<file path="config.mk">
export PLATFORM = sky130hd
export DESIGN_NAME = dsair_channel
export DESIGN_NICKNAME = d
export VERILOG_FILES = /design/src/rtl/dsair_pkg.sv /design/src/rtl/dsair_channel.sv
export SDC_FILE = /design/constraint.sdc
export NUM_CORES = 1
export LEC_CHECK = 0
export BUFFER_PORTS_ARGS = -buffer_cell sky130_fd_sc_hd__buf_2
export CAP_MARGIN = 20
export CORE_MARGIN = 2
export CORE_UTILIZATION = 57
export DETAILED_ROUTE_END_ITERATION = 8
export PLACE_DENSITY = 0.85
export SYNTH_ARGS = -nofsm -noshare
export SYNTH_HDL_FRONTEND = slang
export SYNTH_SLANG_ARGS = --single-unit
</file>
<file path="constraint.sdc">
create_clock -name CLK -period 5.78 [get_ports CLK]
set_clock_uncertainty 0.2 [all_clocks]
set_input_delay 0.578 -clock CLK [delete_from_list [all_inputs] [get_ports CLK]]
set_output_delay 0.578 -clock CLK [all_outputs]
set_load 0.05 [all_outputs]
</file>
<file path="src/rtl/dsair_pkg.sv">
// package: register map, field layout and constants of the short-address dma channel
//==============================================================================
// Contract
// - idle mode is chosen per channel, independent of other channels
// - idle mode moves one unit per accepted request until count done
// - receive-full request copies io to memory; others memory to io
// - memory address 24 bits; io address is all ones over 8-bit low part
// - idle mode keeps memory and io addresses fixed
// - idle mode decrements 16-bit count; at zero clears active, interrupts
// - idle count programmed zero gives 65536 transfers
// - accepted sources: timer 0-2, serial tx/rx, converter end, external
// - repeat mode is chosen per channel, independent of other channels
// - repeat uses high byte as down-counter, low byte reloads it
// - repeat steps memory address, rewinds by step times initial count
// - repeat runs until active cleared; resumes from held state
// - repeat mode never raises an interrupt
// - repeat counts of all ones give 255 transfers per cycle
package dsair_pkg;

  //============================================================================
  // register byte offsets
  localparam logic [7:0] DSAIR_OFF_MEM_ADDR = 8'h00;
  localparam logic [7:0] DSAIR_OFF_IO_ADDR  = 8'h04;
  localparam logic [7:0] DSAIR_OFF_COUNT    = 8'h08;
  localparam logic [7:0] DSAIR_OFF_CTRL     = 8'h0c;
  localparam logic [7:0] DSAIR_OFF_STATUS   = 8'h10;
  localparam logic [7:0] DSAIR_OFF_IRQ_STAT = 8'h14;
  localparam logic [7:0] DSAIR_OFF_IRQ_MASK = 8'h18;

  //============================================================================
  // control register fields
  localparam int DSAIR_CTRL_ACTIVE = 0;
  localparam int DSAIR_CTRL_SIZE   = 1;
  localparam int DSAIR_CTRL_DIR    = 2;
  localparam int DSAIR_CTRL_MODE   = 3;
  localparam int DSAIR_CTRL_SRC_LO = 4;
  localparam int DSAIR_SRC_W       = 3;

  // interrupt status fields
  localparam int DSAIR_IRQ_DONE = 0;
  localparam int DSAIR_IRQ_W    = 1;

  //============================================================================
  // reset values
  localparam logic [23:0] DSAIR_RST_MEM_ADDR = 24'h000000;
  localparam logic [7:0]  DSAIR_RST_IO_ADDR  = 8'h00;
  localparam logic [15:0] DSAIR_RST_COUNT    = 16'h0000;
  localparam logic [15:0] DSAIR_IO_UPPER     = 16'hffff;

  //============================================================================
  // enumerations
  typedef enum logic {
    DSAIR_MODE_IDLE,
    DSAIR_MODE_REPEAT
  } dsair_mode_t;

  typedef enum logic [2:0] {
    DSAIR_SRC_TMR0,
    DSAIR_SRC_TMR1,
    DSAIR_SRC_TMR2,
    DSAIR_SRC_SER_TX,
    DSAIR_SRC_SER_RX,
    DSAIR_SRC_ADC,
    DSAIR_SRC_EXT,
    DSAIR_SRC_NONE
  } dsair_src_t;

  typedef enum logic [1:0] {
    DSAIR_ST_WAIT,
    DSAIR_ST_READ,
    DSAIR_ST_WRITE
  } dsair_state_t;

endpackage : dsair_pkg

</file>
<file path="src/rtl/dsair_channel.sv">
// module: one short-address dma channel, idle and repeat modes, apb slave
//
// Local design decisions: the APB register port and the register offsets.
`timescale 1ns/1ps
module dsair_channel (
  // clock and reset
  input  wire logic        CLK,
  input  wire logic        RSTN,
  // apb slave
  input  wire logic        PSEL,
  input  wire logic        PENABLE,
  input  wire logic        PWRITE,
  input  wire logic [7:0]  PADDR,
  input  wire logic [31:0] PWDATA,
  output logic      [31:0] PRDATA,
  output logic             PREADY,
  output logic             PSLVERR,
  // activation requests, one level per source
  input  wire logic [6:0]  REQ,
  // external request pin, from outside the clock domain
  input  wire logic        EXT_REQ_PIN,
  // system bus master
  output logic             BUS_REQ,
  output logic             BUS_WRITE,
  output logic             BUS_WORD,
  output logic      [23:0] BUS_ADDR,
  output logic      [15:0] BUS_WDATA,
  input  wire logic [15:0] BUS_RDATA,
  input  wire logic        BUS_ACK,
  // request acknowledge back to the source
  output logic      [6:0]  REQ_ACK,
  // interrupt
  output logic             IRQ
);
  import dsair_pkg::*;

  //============================================================================
  // registers
  logic [23:0]            mem_addr_q;
  logic [7:0]             io_addr_q;
  logic [15:0]            count_q;
  logic                   active_q;
  logic                   size_q;
  logic                   dir_q;
  dsair_mode_t            mode_q;
  dsair_src_t             src_q;
  logic [DSAIR_IRQ_W-1:0] irq_stat_q;
  logic [DSAIR_IRQ_W-1:0] irq_mask_q;
  dsair_state_t           state_q;
  logic [15:0]            data_q;
  logic [1:0]             ext_sync_q;
  logic                   done_ev;
  logic                   xfer_end;

  //============================================================================
  // external request synchroniser
  always_ff @(posedge CLK or negedge RSTN) begin
    if (!RSTN) begin
      ext_sync_q <= 2'h0;
    end else begin
      ext_sync_q <= {ext_sync_q[0], EXT_REQ_PIN};
    end
  end

  // source select; both modes share the same sources
  logic [6:0] req_all;
  logic       req_hit;
  assign req_all = {ext_sync_q[1] | REQ[6], REQ[5:0]};
  assign req_hit = (src_q != DSAIR_SRC_NONE) && req_all[src_q];
  logic rx_dir;
  assign rx_dir = (src_q == DSAIR_SRC_SER_RX);

  //============================================================================
  // apb decode; zero wait states
  logic wr_en;
  logic rd_en;
  logic unmapped;
  assign wr_en = PSEL && PENABLE && PWRITE;
  assign rd_en = PSEL && !PWRITE;
  assign PREADY = 1'b1;
  always_comb begin
    unique case (PADDR)
      DSAIR_OFF_MEM_ADDR, DSAIR_OFF_IO_ADDR, DSAIR_OFF_COUNT,
      DSAIR_OFF_CTRL, DSAIR_OFF_STATUS, DSAIR_OFF_IRQ_STAT,
      DSAIR_OFF_IRQ_MASK: unmapped = 1'b0;
      default:            unmapped = 1'b1;
    endcase
  end
  assign PSLVERR = PSEL && PENABLE && unmapped;

  // addresses, count and control fields other than active are only rewritten by software while the channel waits
  logic sw_wr;
  assign sw_wr = wr_en && (state_q == DSAIR_ST_WAIT);

  //============================================================================
  // transfer engine
  assign xfer_end = (state_q == DSAIR_ST_WRITE) && BUS_ACK;

  always_ff @(posedge CLK or negedge RSTN) begin
    if (!RSTN) begin
      state_q <= DSAIR_ST_WAIT;
    end else begin
      unique case (state_q)
        DSAIR_ST_WAIT: begin
          if (active_q && req_hit) begin
            state_q <= DSAIR_ST_READ;
          end
        end
        DSAIR_ST_READ: begin
          if (BUS_ACK) begin
            state_q <= DSAIR_ST_WRITE;
          end
        end
        DSAIR_ST_WRITE: begin
          if (BUS_ACK) begin
            state_q <= DSAIR_ST_WAIT;
          end
        end
      endcase
    end
  end

  always_ff @(posedge CLK or negedge RSTN) begin
    if (!RSTN) begin
      data_q <= 16'h0000;
    end else if (state_q == DSAIR_ST_READ && BUS_ACK) begin
      data_q <= BUS_RDATA;
    end
  end

  // bus address: io side is all ones over the low byte
  logic [23:0] io_full;
  assign io_full = {DSAIR_IO_UPPER, io_addr_q};
  always_comb begin
    BUS_REQ   = (state_q != DSAIR_ST_WAIT);
    BUS_WRITE = (state_q == DSAIR_ST_WRITE);
    BUS_WORD  = size_q;
    BUS_WDATA = data_q;
    if (state_q == DSAIR_ST_READ) begin
      BUS_ADDR = rx_dir ? io_full : mem_addr_q;
    end else begin
      BUS_ADDR = rx_dir ? mem_addr_q : io_full;
    end
  end

  // the source is acknowledged once its unit has been written
  always_comb begin
    REQ_ACK = 7'h00;
    if (xfer_end && src_q != DSAIR_SRC_NONE) begin
      REQ_ACK[src_q] = 1'b1;
    end
  end

  //============================================================================
  // count and address update
  logic [7:0]  rpt_hi;
  logic [7:0]  rpt_lo;
  logic [23:0] step;
  logic [23:0] rewind;
  assign rpt_hi = count_q[15:8];
  assign rpt_lo = count_q[7:0];
  assign step   = size_q ? 24'h000002 : 24'h000001;
  // a word step is a shift, so the rewind needs no multiplier
  assign rewind = size_q ? {15'h0000, rpt_lo, 1'b0} : {16'h0000, rpt_lo};

  logic [23:0] addr_step;
  assign addr_step = dir_q ? (mem_addr_q - step) : (mem_addr_q + step);

  // idle count of zero wraps to ffff first: 65536 transfers
  assign done_ev = xfer_end && (mode_q == DSAIR_MODE_IDLE)
                   && (count_q == 16'h0001);

  always_ff @(posedge CLK or negedge RSTN) begin
    if (!RSTN) begin
      count_q <= DSAIR_RST_COUNT;
    end else if (sw_wr && PADDR == DSAIR_OFF_COUNT) begin
      count_q <= PWDATA[15:0];
    end else if (xfer_end) begin
      if (mode_q == DSAIR_MODE_IDLE) begin
        count_q <= count_q - 16'h0001;
      end else if (rpt_hi == 8'h01) begin
        count_q <= {rpt_lo, rpt_lo};
      end else begin
        count_q <= {rpt_hi - 8'h01, rpt_lo};
      end
    end
  end

  always_ff @(posedge CLK or negedge RSTN) begin
    if (!RSTN) begin
      mem_addr_q <= DSAIR_RST_MEM_ADDR;
    end else if (sw_wr && PADDR == DSAIR_OFF_MEM_ADDR) begin
      mem_addr_q <= PWDATA[23:0];
    end else if (xfer_end && mode_q == DSAIR_MODE_REPEAT) begin
      if (rpt_hi == 8'h01) begin
        // net effect: step applied, then rewound by step times initial count
        mem_addr_q <= dir_q ? (addr_step + rewind)
                            : (addr_step - rewind);
      end else begin
        mem_addr_q <= addr_step;
      end
    end
    // idle mode leaves the address untouched
  end

  always_ff @(posedge CLK or negedge RSTN) begin
    if (!RSTN) begin
      io_addr_q <= DSAIR_RST_IO_ADDR;
    end else if (sw_wr && PADDR == DSAIR_OFF_IO_ADDR) begin
      io_addr_q <= PWDATA[7:0];
    end
  end

  //============================================================================
  // control: mode is per channel, chosen by software
  always_ff @(posedge CLK or negedge RSTN) begin
    if (!RSTN) begin
      size_q <= 1'b0;
      dir_q  <= 1'b0;
      mode_q <= DSAIR_MODE_IDLE;
      src_q  <= DSAIR_SRC_NONE;
    end else if (sw_wr && PADDR == DSAIR_OFF_CTRL) begin
      size_q <= PWDATA[DSAIR_CTRL_SIZE];
      dir_q  <= PWDATA[DSAIR_CTRL_DIR];
      mode_q <= dsair_mode_t'(PWDATA[DSAIR_CTRL_MODE]);
      src_q  <= dsair_src_t'(PWDATA[DSAIR_CTRL_SRC_LO +: DSAIR_SRC_W]);
    end
  end

  // active bit: software may write it at any time; a unit in flight ends
  // before the engine checks it again, so repeat state is kept intact
  always_ff @(posedge CLK or negedge RSTN) begin
    if (!RSTN) begin
      active_q <= 1'b0;
    end else if (done_ev) begin
      active_q <= 1'b0;
    end else if (wr_en && PADDR == DSAIR_OFF_CTRL) begin
      active_q <= PWDATA[DSAIR_CTRL_ACTIVE];
    end
  end

  //============================================================================
  // interrupt: only the idle completion sets it, never repeat
  always_ff @(posedge CLK or negedge RSTN) begin
    if (!RSTN) begin
      irq_stat_q <= '0;
    end else begin
      irq_stat_q[DSAIR_IRQ_DONE] <= done_ev
        || (irq_stat_q[DSAIR_IRQ_DONE]
            && !(wr_en && PADDR == DSAIR_OFF_IRQ_STAT
                 && PWDATA[DSAIR_IRQ_DONE]));
    end
  end

  always_ff @(posedge CLK or negedge RSTN) begin
    if (!RSTN) begin
      irq_mask_q <= '0;
    end else if (wr_en && PADDR == DSAIR_OFF_IRQ_MASK) begin
      irq_mask_q <= PWDATA[DSAIR_IRQ_W-1:0];
    end
  end

  assign IRQ = |(irq_stat_q & irq_mask_q);

  //============================================================================
  // read data, registered at the setup cycle
  always_ff @(posedge CLK or negedge RSTN) begin
    if (!RSTN) begin
      PRDATA <= 32'h00000000;
    end else if (rd_en && !PENABLE) begin
      unique case (PADDR)
        DSAIR_OFF_MEM_ADDR: PRDATA <= {8'h00, mem_addr_q};
        DSAIR_OFF_IO_ADDR:  PRDATA <= {24'h000000, io_addr_q};
        DSAIR_OFF_COUNT:    PRDATA <= {16'h0000, count_q};
        DSAIR_OFF_CTRL:     PRDATA <= {25'h0000000, src_q, mode_q,
                                       dir_q, size_q, active_q};
        DSAIR_OFF_STATUS:   PRDATA <= {30'h00000000, state_q};
        DSAIR_OFF_IRQ_STAT: PRDATA <= {31'h00000000, irq_stat_q};
        DSAIR_OFF_IRQ_MASK: PRDATA <= {31'h00000000, irq_mask_q};
        default:            PRDATA <= 32'h00000000;
      endcase
    end
  end

endmodule : dsair_channel

</file>
==> results.cfg, run 1 <==
[critical_path]
crit_path_start_kind = flip-flop
path_cells = clkinv_1 > ha_1 > fa_1 > nor2b_1 > o211ai_1 > a2111oi_2 > nor3_1 > o31ai_1 > a21o_1 > nand2_1 > nor2b_1 > xnor2_1 > ha_1 > inv_1 > nor3_2 > and3_1 > a311o_1 > a31o_2 > xnor2_2 > or3_1 > a31oi_1
crit_path_end_kind = flip-flop
crit_slowest_cell = a2111oi_2
critPathRequiredTime_ps = 5850
path_max_fanout = 8
r2r-end = mem_addr_q[23]
cp_top_family = compound AO/OA/AOI/OAI gates
r2r_start = BUS_WORD
critPathArrivalTime_ps = 5520
r2r_slack_ps = 330
cp_num_buf_inv = 2
max_stage_delay_ps = 510
path_class = reg -> reg
r2r_cells = 21

[detailed_routing]
via_count = 8137
drt_wl_total_um = 24100
antenna_left = 0
drc = 0
wl_per_cell_um = 18.4
drt_iter0_markers = 862
first_pass_iters = 5
via_per_inst = 6.22

[floorplanning]
floorplan.initialDensity_pct = 58.1
die_x_um = 126
rows = 44
ios = 155
core_area_mm2 = 0.0145
dieArea_mm2 = 0.0158
die_h_um = 126

[status]
outcome = complete, no violations

[placement]
dp.cells = 1292
place_area_mm2 = 0.00918
place_hpwl_um = 18100
globalplace.congestion = 0.947
port_buffers = 137

[synth]
synth_compound_area_share_pct = 21.3
synth_area_mm2 = 0.00842
synth-xor-area-share_pct = 5.08
yosys.area_share.simple_pct = 21.1
postSynthCellCount = 1017
synth_adder_area_share_pct = 8.80
yosys.area.top_type = dfrtp_1
avgSynthCellArea_um2 = 8.27
yosys_warnings = 0
synth_top_family_by_area = compound AO/OA/AOI/OAI gates
synthFlopType = dfrtp_1
ys_seq_elements = 101
synthArstFlopShare_pct = 100
synth_edf_count = 0
synthMuxAreaShare_pct = 8.43
yosys-top-cells-area = dfrtp_1 29%, ha_1 8.3%, nand2_1 5.7%
yosysUniqueCellTypes = 81
yosys.area.top_type_share_pct = 29.1
ys_seq_area_share_pct = 30.1

[global_routing]
grt_antenna_before_repair = 0
grt_use_total_pct = 30.1
grt_pass1_wl_um = 38800
grt_pass1_vias = 7641
grt_max_degree = 55
overflow = 0

[sta]
setup_tns_ps = 0
rsz0062_at_grt = no
fmax_ghz = 0.184
worst_slew_pin_slew_ps = 1090
min_period_over_period_pct = 94.2
hold_viol = 0
setup_viol = 0
slew-limit-headroom_pct = 26.5
layout_min_cycle_time_ps = 5450
slew_violations = 0

[clocking]
clockBufferDepth = 2
clock_latency_ps = 350
htreeDepth = 3
cts.sinks = 101
post_cts_buffers = 0
cts_tree = built
ctsRootBufferMaster = clkbuf_16
cts-buffers-inserted = 9
clk_pin_slew_ps = 80

[pwr]
ir_drop_mv = 0.194
cellPowerDensity_mw_per_mm2 = 372
total_power_mw = 3.53
p_leak_nw = 4.51

[finish]
nNetsFinal = 1248
stdcell_area_mm2 = 0.00948
instances_no_fill = 1309
syn_to_final_growth_pct = 12.6
final_util_pct = 65.5
drive_above_1_share_pct = 22.9
antenna-diode-count = 0

[flow_run]
drv_cap = 0

[hold_path]
hp-class = in -> async
## how the worst max path moves through the flow
stage	startpoint	end	cells past startpoint
final	BUS_WORD	mem_addr_q[23]	21
after detailed placement	BUS_WORD	mem_addr_q[23]	21
after CTS	BUS_WORD	mem_addr_q[23]	21
after global routing	BUS_WORD	mem_addr_q[23]	20
after global placement	BUS_WORD	mem_addr_q[23]	21
after floorplan	BUS_WORD	mem_addr_q[23]	22
## repair_timing
item	in CTS	in global routing
resized for setup	0	1
endpoints found under the setup margin	0	1
hold buffers	0	0
## where the power goes
part | internal [mW] | total, mW | switching [mW] | leakage (nW)
sequential | 0.822 | 0.967 | 0.144 | 1.31
clock | 0.300 | 0.599 | 0.299 | 0.138
combinational | 0.648 | 1.96 | 1.31 | 3.06
## synth_stat cells (4+ instances only)
cell type and n:
xnor2_1 32, mux2_2 38, clkbuf_1 44, o22ai_1 8
a21o_1 11, ha_1 56, or2_2 20, a21oi_1 70
dfrtp_1 98, mux4_2 6, o21bai_1 8, a221oi_1 11
nand3_1 35, inv_1 33, buf_2 6, nand2b_1 11
a32oi_1 4, nand4_1 4, nand3b_1 5, xor2_1 15
and3_1 16, a211oi_1 14, buf_1 4, mux2i_1 12
a31oi_1 16, nand2_1 127, and2_1 7, nor2b_1 7
nor3_1 17, o211ai_1 13, nor2_1 101, buf_4 9
o21ai_0 79
## state kept, by name (all words and copies together) (netlist names), 2 cells and up
register and flops:
PRDATA 24, mem_addr_q 24, BUS_WDATA 16, count_q 16, io_addr_q 8, src_q 3
ext_sync_q 2, state_q 2
## worst register-to-register path, delay by kind of cell (launching register included)
kind	cells	cell delay (ps)
AOI/OAI and AO/OA	7	2000
and+or+nand+nor	7	1180
adders and majority gates	3	1030
DFF	1	360
buffers and inverters	2	320
xor gates and xnor gates	2	280
## cells in the final DEF, fill, tap and decap left out, types with 4 or more instances in the layout
cell / n
a211oi_1: 14
a21o_1: 11
a21oi_1: 70
a221oi_1: 11
a31oi_1: 16
a32oi_1: 4
and2_1: 7
and3_1: 16
buf_2: 136
buf_4: 11
clkbuf_16: 9
conb_1: 9
dfrtp_1: 98
ha_1: 56
inv_1: 33
mux2_2: 38
mux2i_1: 12
mux4_2: 6
nand2_1: 127
nand2b_1: 11
nand3_1: 35
nand3b_1: 5
nand4_1: 4
nor2_1: 101
nor2b_1: 7
nor3_1: 16
o211ai_1: 13
o21ai_0: 79
o21bai_1: 8
o22ai_1: 8
or2_2: 20
xnor2_1: 31
xor2_1: 15
## area by class of cell
type,instances,area (um^2)
Clock buffer,9,225
Clock inverter,7,58.8
Fill cell,1165,5000
Inverter,35,134
Multi-Input combinational cell,824,5510
Sequential cell,101,2530
Tap cell,184,230
Timing Repair Buffer,149,795
## stage by stage
step | setup WS [ps] | hold slack [ps]
after floorplan | 278 | 82.4
after global placement | 463 | 147
after detailed placement | 299 | 155
after CTS | 261 | 91.7
after global routing | 57.7 | 124
final | 334 | 59.0
## cells by family (layout without fill, tap and decap cells)
logic type | after synthesis | in the layout
buffers and inverters | 99 | 200
DFF | 101 | 101
muxes | 57 | 57
other | 2 | 9
xor gates and xnor gates | 48 | 48
and+or+nand+nor | 373 | 373
adders and majority gates | 58 | 58
AOI/OAI and AO/OA | 279 | 279
## layer usage
layer,vias to the layer above,GRT usage (%),share of wire (%),wire [um]
met5,-,0,0,0
met2,408,49.2,46,11200
li1,3865,-,-,-
met1,3832,41.5,43,10300
met4,0,7.45,1.7,409
met3,32,5.52,9.2,2230
No activity file was read; power rests on OpenSTA's default activity.
==> run 2: changes to the inputs <==
--- a/config.mk
+++ b/config.mk
@@ -9,8 +9,10 @@
 export CAP_MARGIN = 20
 export CORE_MARGIN = 2
 export CORE_UTILIZATION = 57
+export CTS_BUF_LIST = sky130_fd_sc_hd__clkbuf_8 sky130_fd_sc_hd__clkbuf_16
 export DETAILED_ROUTE_END_ITERATION = 8
 export PLACE_DENSITY = 0.85
+export SLEW_MARGIN = 20
 export SYNTH_ARGS = -nofsm -noshare
 export SYNTH_HDL_FRONTEND = slang
 export SYNTH_SLANG_ARGS = --single-unit
==> results.cfg, run 2 (same netlist as run 1, synthesis figures left out) <==
[detailed_routing]
via_per_inst = 6.20
drc = 0
via_count = 8112
drt_wl_total_um = 24000
wl_per_cell_um = 18.3
first_pass_iters = 5
drt_iter0_markers = 907
antenna_left = 0

[clocking]
cts.sinks = 101
clockBufferDepth = 2
cts_tree = built
clk_pin_slew_ps = 80
post_cts_buffers = 0
postCtsHoldBufs = 0
cts-buffers-inserted = 9
clock_latency_ps = 350
ctsRootBufferMaster = clkbuf_16
htreeDepth = 3

[critical_path]
path_cells = clkinv_1 > ha_1 > fa_1 > nor2b_1 > o211ai_1 > a2111oi_2 > nor3_1 > o31ai_1 > a21o_1 > nand2_1 > nor2b_1 > xnor2_1 > ha_1 > inv_1 > nor3_2 > and3_1 > a311o_1 > a31o_2 > xnor2_2 > or3_1 > a31oi_1
r2r_start = BUS_WORD
endpoint = mem_addr_q[23]
crit_path_start_kind = flip-flop
max_stage_delay_ps = 520
r2r-end = mem_addr_q[23]
crit_path_end_kind = flip-flop
critPathArrivalTime_ps = 5510
path_max_fanout = 8
crit_slowest_cell = a2111oi_2
critPathRequiredTime_ps = 5850
startpoint = BUS_WORD
r2r_cells = 21
path_class = reg -> reg
r2r_slack_ps = 340

[sta]
layout_min_cycle_time_ps = 5440
rsz0062_at_grt = no
worst_slew_pin_slew_ps = 1110
slew_violations = 0
hold_viol = 0
setup_viol = 0
setup_tns_ps = 0
fmax_ghz = 0.184
slew-limit-headroom_pct = 25.3
min_period_over_period_pct = 94.2

[pwr]
cellPowerDensity_mw_per_mm2 = 372
total_power_mw = 3.53
p_comb_share_pct = 55.6
ir_drop_mv = 0.194
p_leak_nw = 4.51
sw_frac_of_total_pct = 49.9
p_int_mw = 1.77
p_sw_mw = 1.76
pwr-share-clk_pct = 17.0
seqPwrFrac_pct = 27.4

[flow_run]
drv_cap = 0

[global_routing]
grt_pass1_vias = 7641
overflow = 0
grt_antenna_before_repair = 0
grt_pass1_wl_um = 38800
grt_max_degree = 55
grt_use_total_pct = 30.1

[finish]
antenna-diode-count = 0
drive_above_1_share_pct = 22.9
multi_input_area_mm2 = 0.00552
syn_to_final_growth_pct = 12.6
nNetsFinal = 1247
layout_commonest_cell = buf_2
fillCellCount = 1165
mostFrequentLayoutCells = 136 x buf_2, 127 x nand2_1, 101 x nor2_1
top_regs = PRDATA (24), mem_addr_q (24)
register_area_mm2 = 0.00253

[floorplanning]
die_x_um = 126
core_area_mm2 = 0.0145
rows = 44
ios = 155
floorplan.initialDensity_pct = 58.1
die_h_um = 126
dieArea_mm2 = 0.0158

[hold_path]
hp-class = in -> async

[status]
outcome = complete, no violations

[placement]
globalplace.congestion = 0.947
port_buffers = 137
place_hpwl_um = 18100
-- run 2: cell types whose count changed in the layout (fill, tap and decap cells not counted) --
cell,delta
buf_6,-1
xnor2_2,-1
xnor2_4,+1
-- run 2: how the worst min path moves through the flow --
stage	start	cells after the start	to	slack, ps
6_report	RSTN	1	BUS_WDATA[2]	70
5_1_grt	RSTN	1	BUS_WDATA[2]	130
4_1_cts	RSTN	1	BUS_WDATA[2]	90
3_5_place_dp	ext_sync_q[0]	0	ext_sync_q[1]	160
3_3_place_gp	ext_sync_q[0]	0	ext_sync_q[1]	150
2_1_floorplan	RSTN	0	BUS_WDATA[0]	80
-- run 2: timing repair --
| item | CTS | global route |
|---|---|---|
| endpoints found under the hold margin | 0 | 0 |
| endpoints found under the setup margin | 0 | 1 |
| gates resized for setup | 0 | 1 |
-- run 2: worst max-delay path: cells and delay by family, from the launching register on --
family                     cells  cell delay, ps
adders and majority gates      3            1030
DFF                            1             360
AOI/OAI and AO/OA              7            2020
and+or+nand+nor                7            1180
buffers and inverters          2             320
xor gates and xnor gates       2             270
-- run 2: final cells by class --
cell class	instances	area share [%]
Timing Repair Buffer	148	8.26
Multi-Input combinational cell	824	58.2
Inverter	35	1.41
Clock buffer	9	2.38
Tap cell	184	2.43
Clock inverter	7	0.620
Sequential cell	101	26.7
-- run 2: power by group through the flow --
stage               logic (mW)  clock network [mW]  registers (mW)
floorplan                 1.32                   0            1.14
finish                    1.96               0.599           0.966
global route              2.12               0.628           0.979
CTS                       1.94               0.595           0.961
global placement          1.89                   0           0.966
detailed placement        1.93                   0           0.975
-- run 2: routing by layer --
layer	routed length [um]	vias to the layer above	global-route usage [%]
li1	-	3867	-
met1	10000	3812	41.5
met2	11100	392	49.2
met3	2350	41	5.52
met4	455	0	7.45
met5	0	-	0
-- run 2: stage by stage --
step	setup WS [ps]	cells	util, %	area (um^2)	hold WS, ps
final	338	1308	65.5	9480	67.1
after global routing	57.7	1308	65.5	9480	126
after CTS	261	1308	65.4	9460	91.7
after detailed placement	299	1292	63.4	9180	155
after global placement	463	1292	63.4	9180	147
after floorplan	278	1024	-	8440	82.4
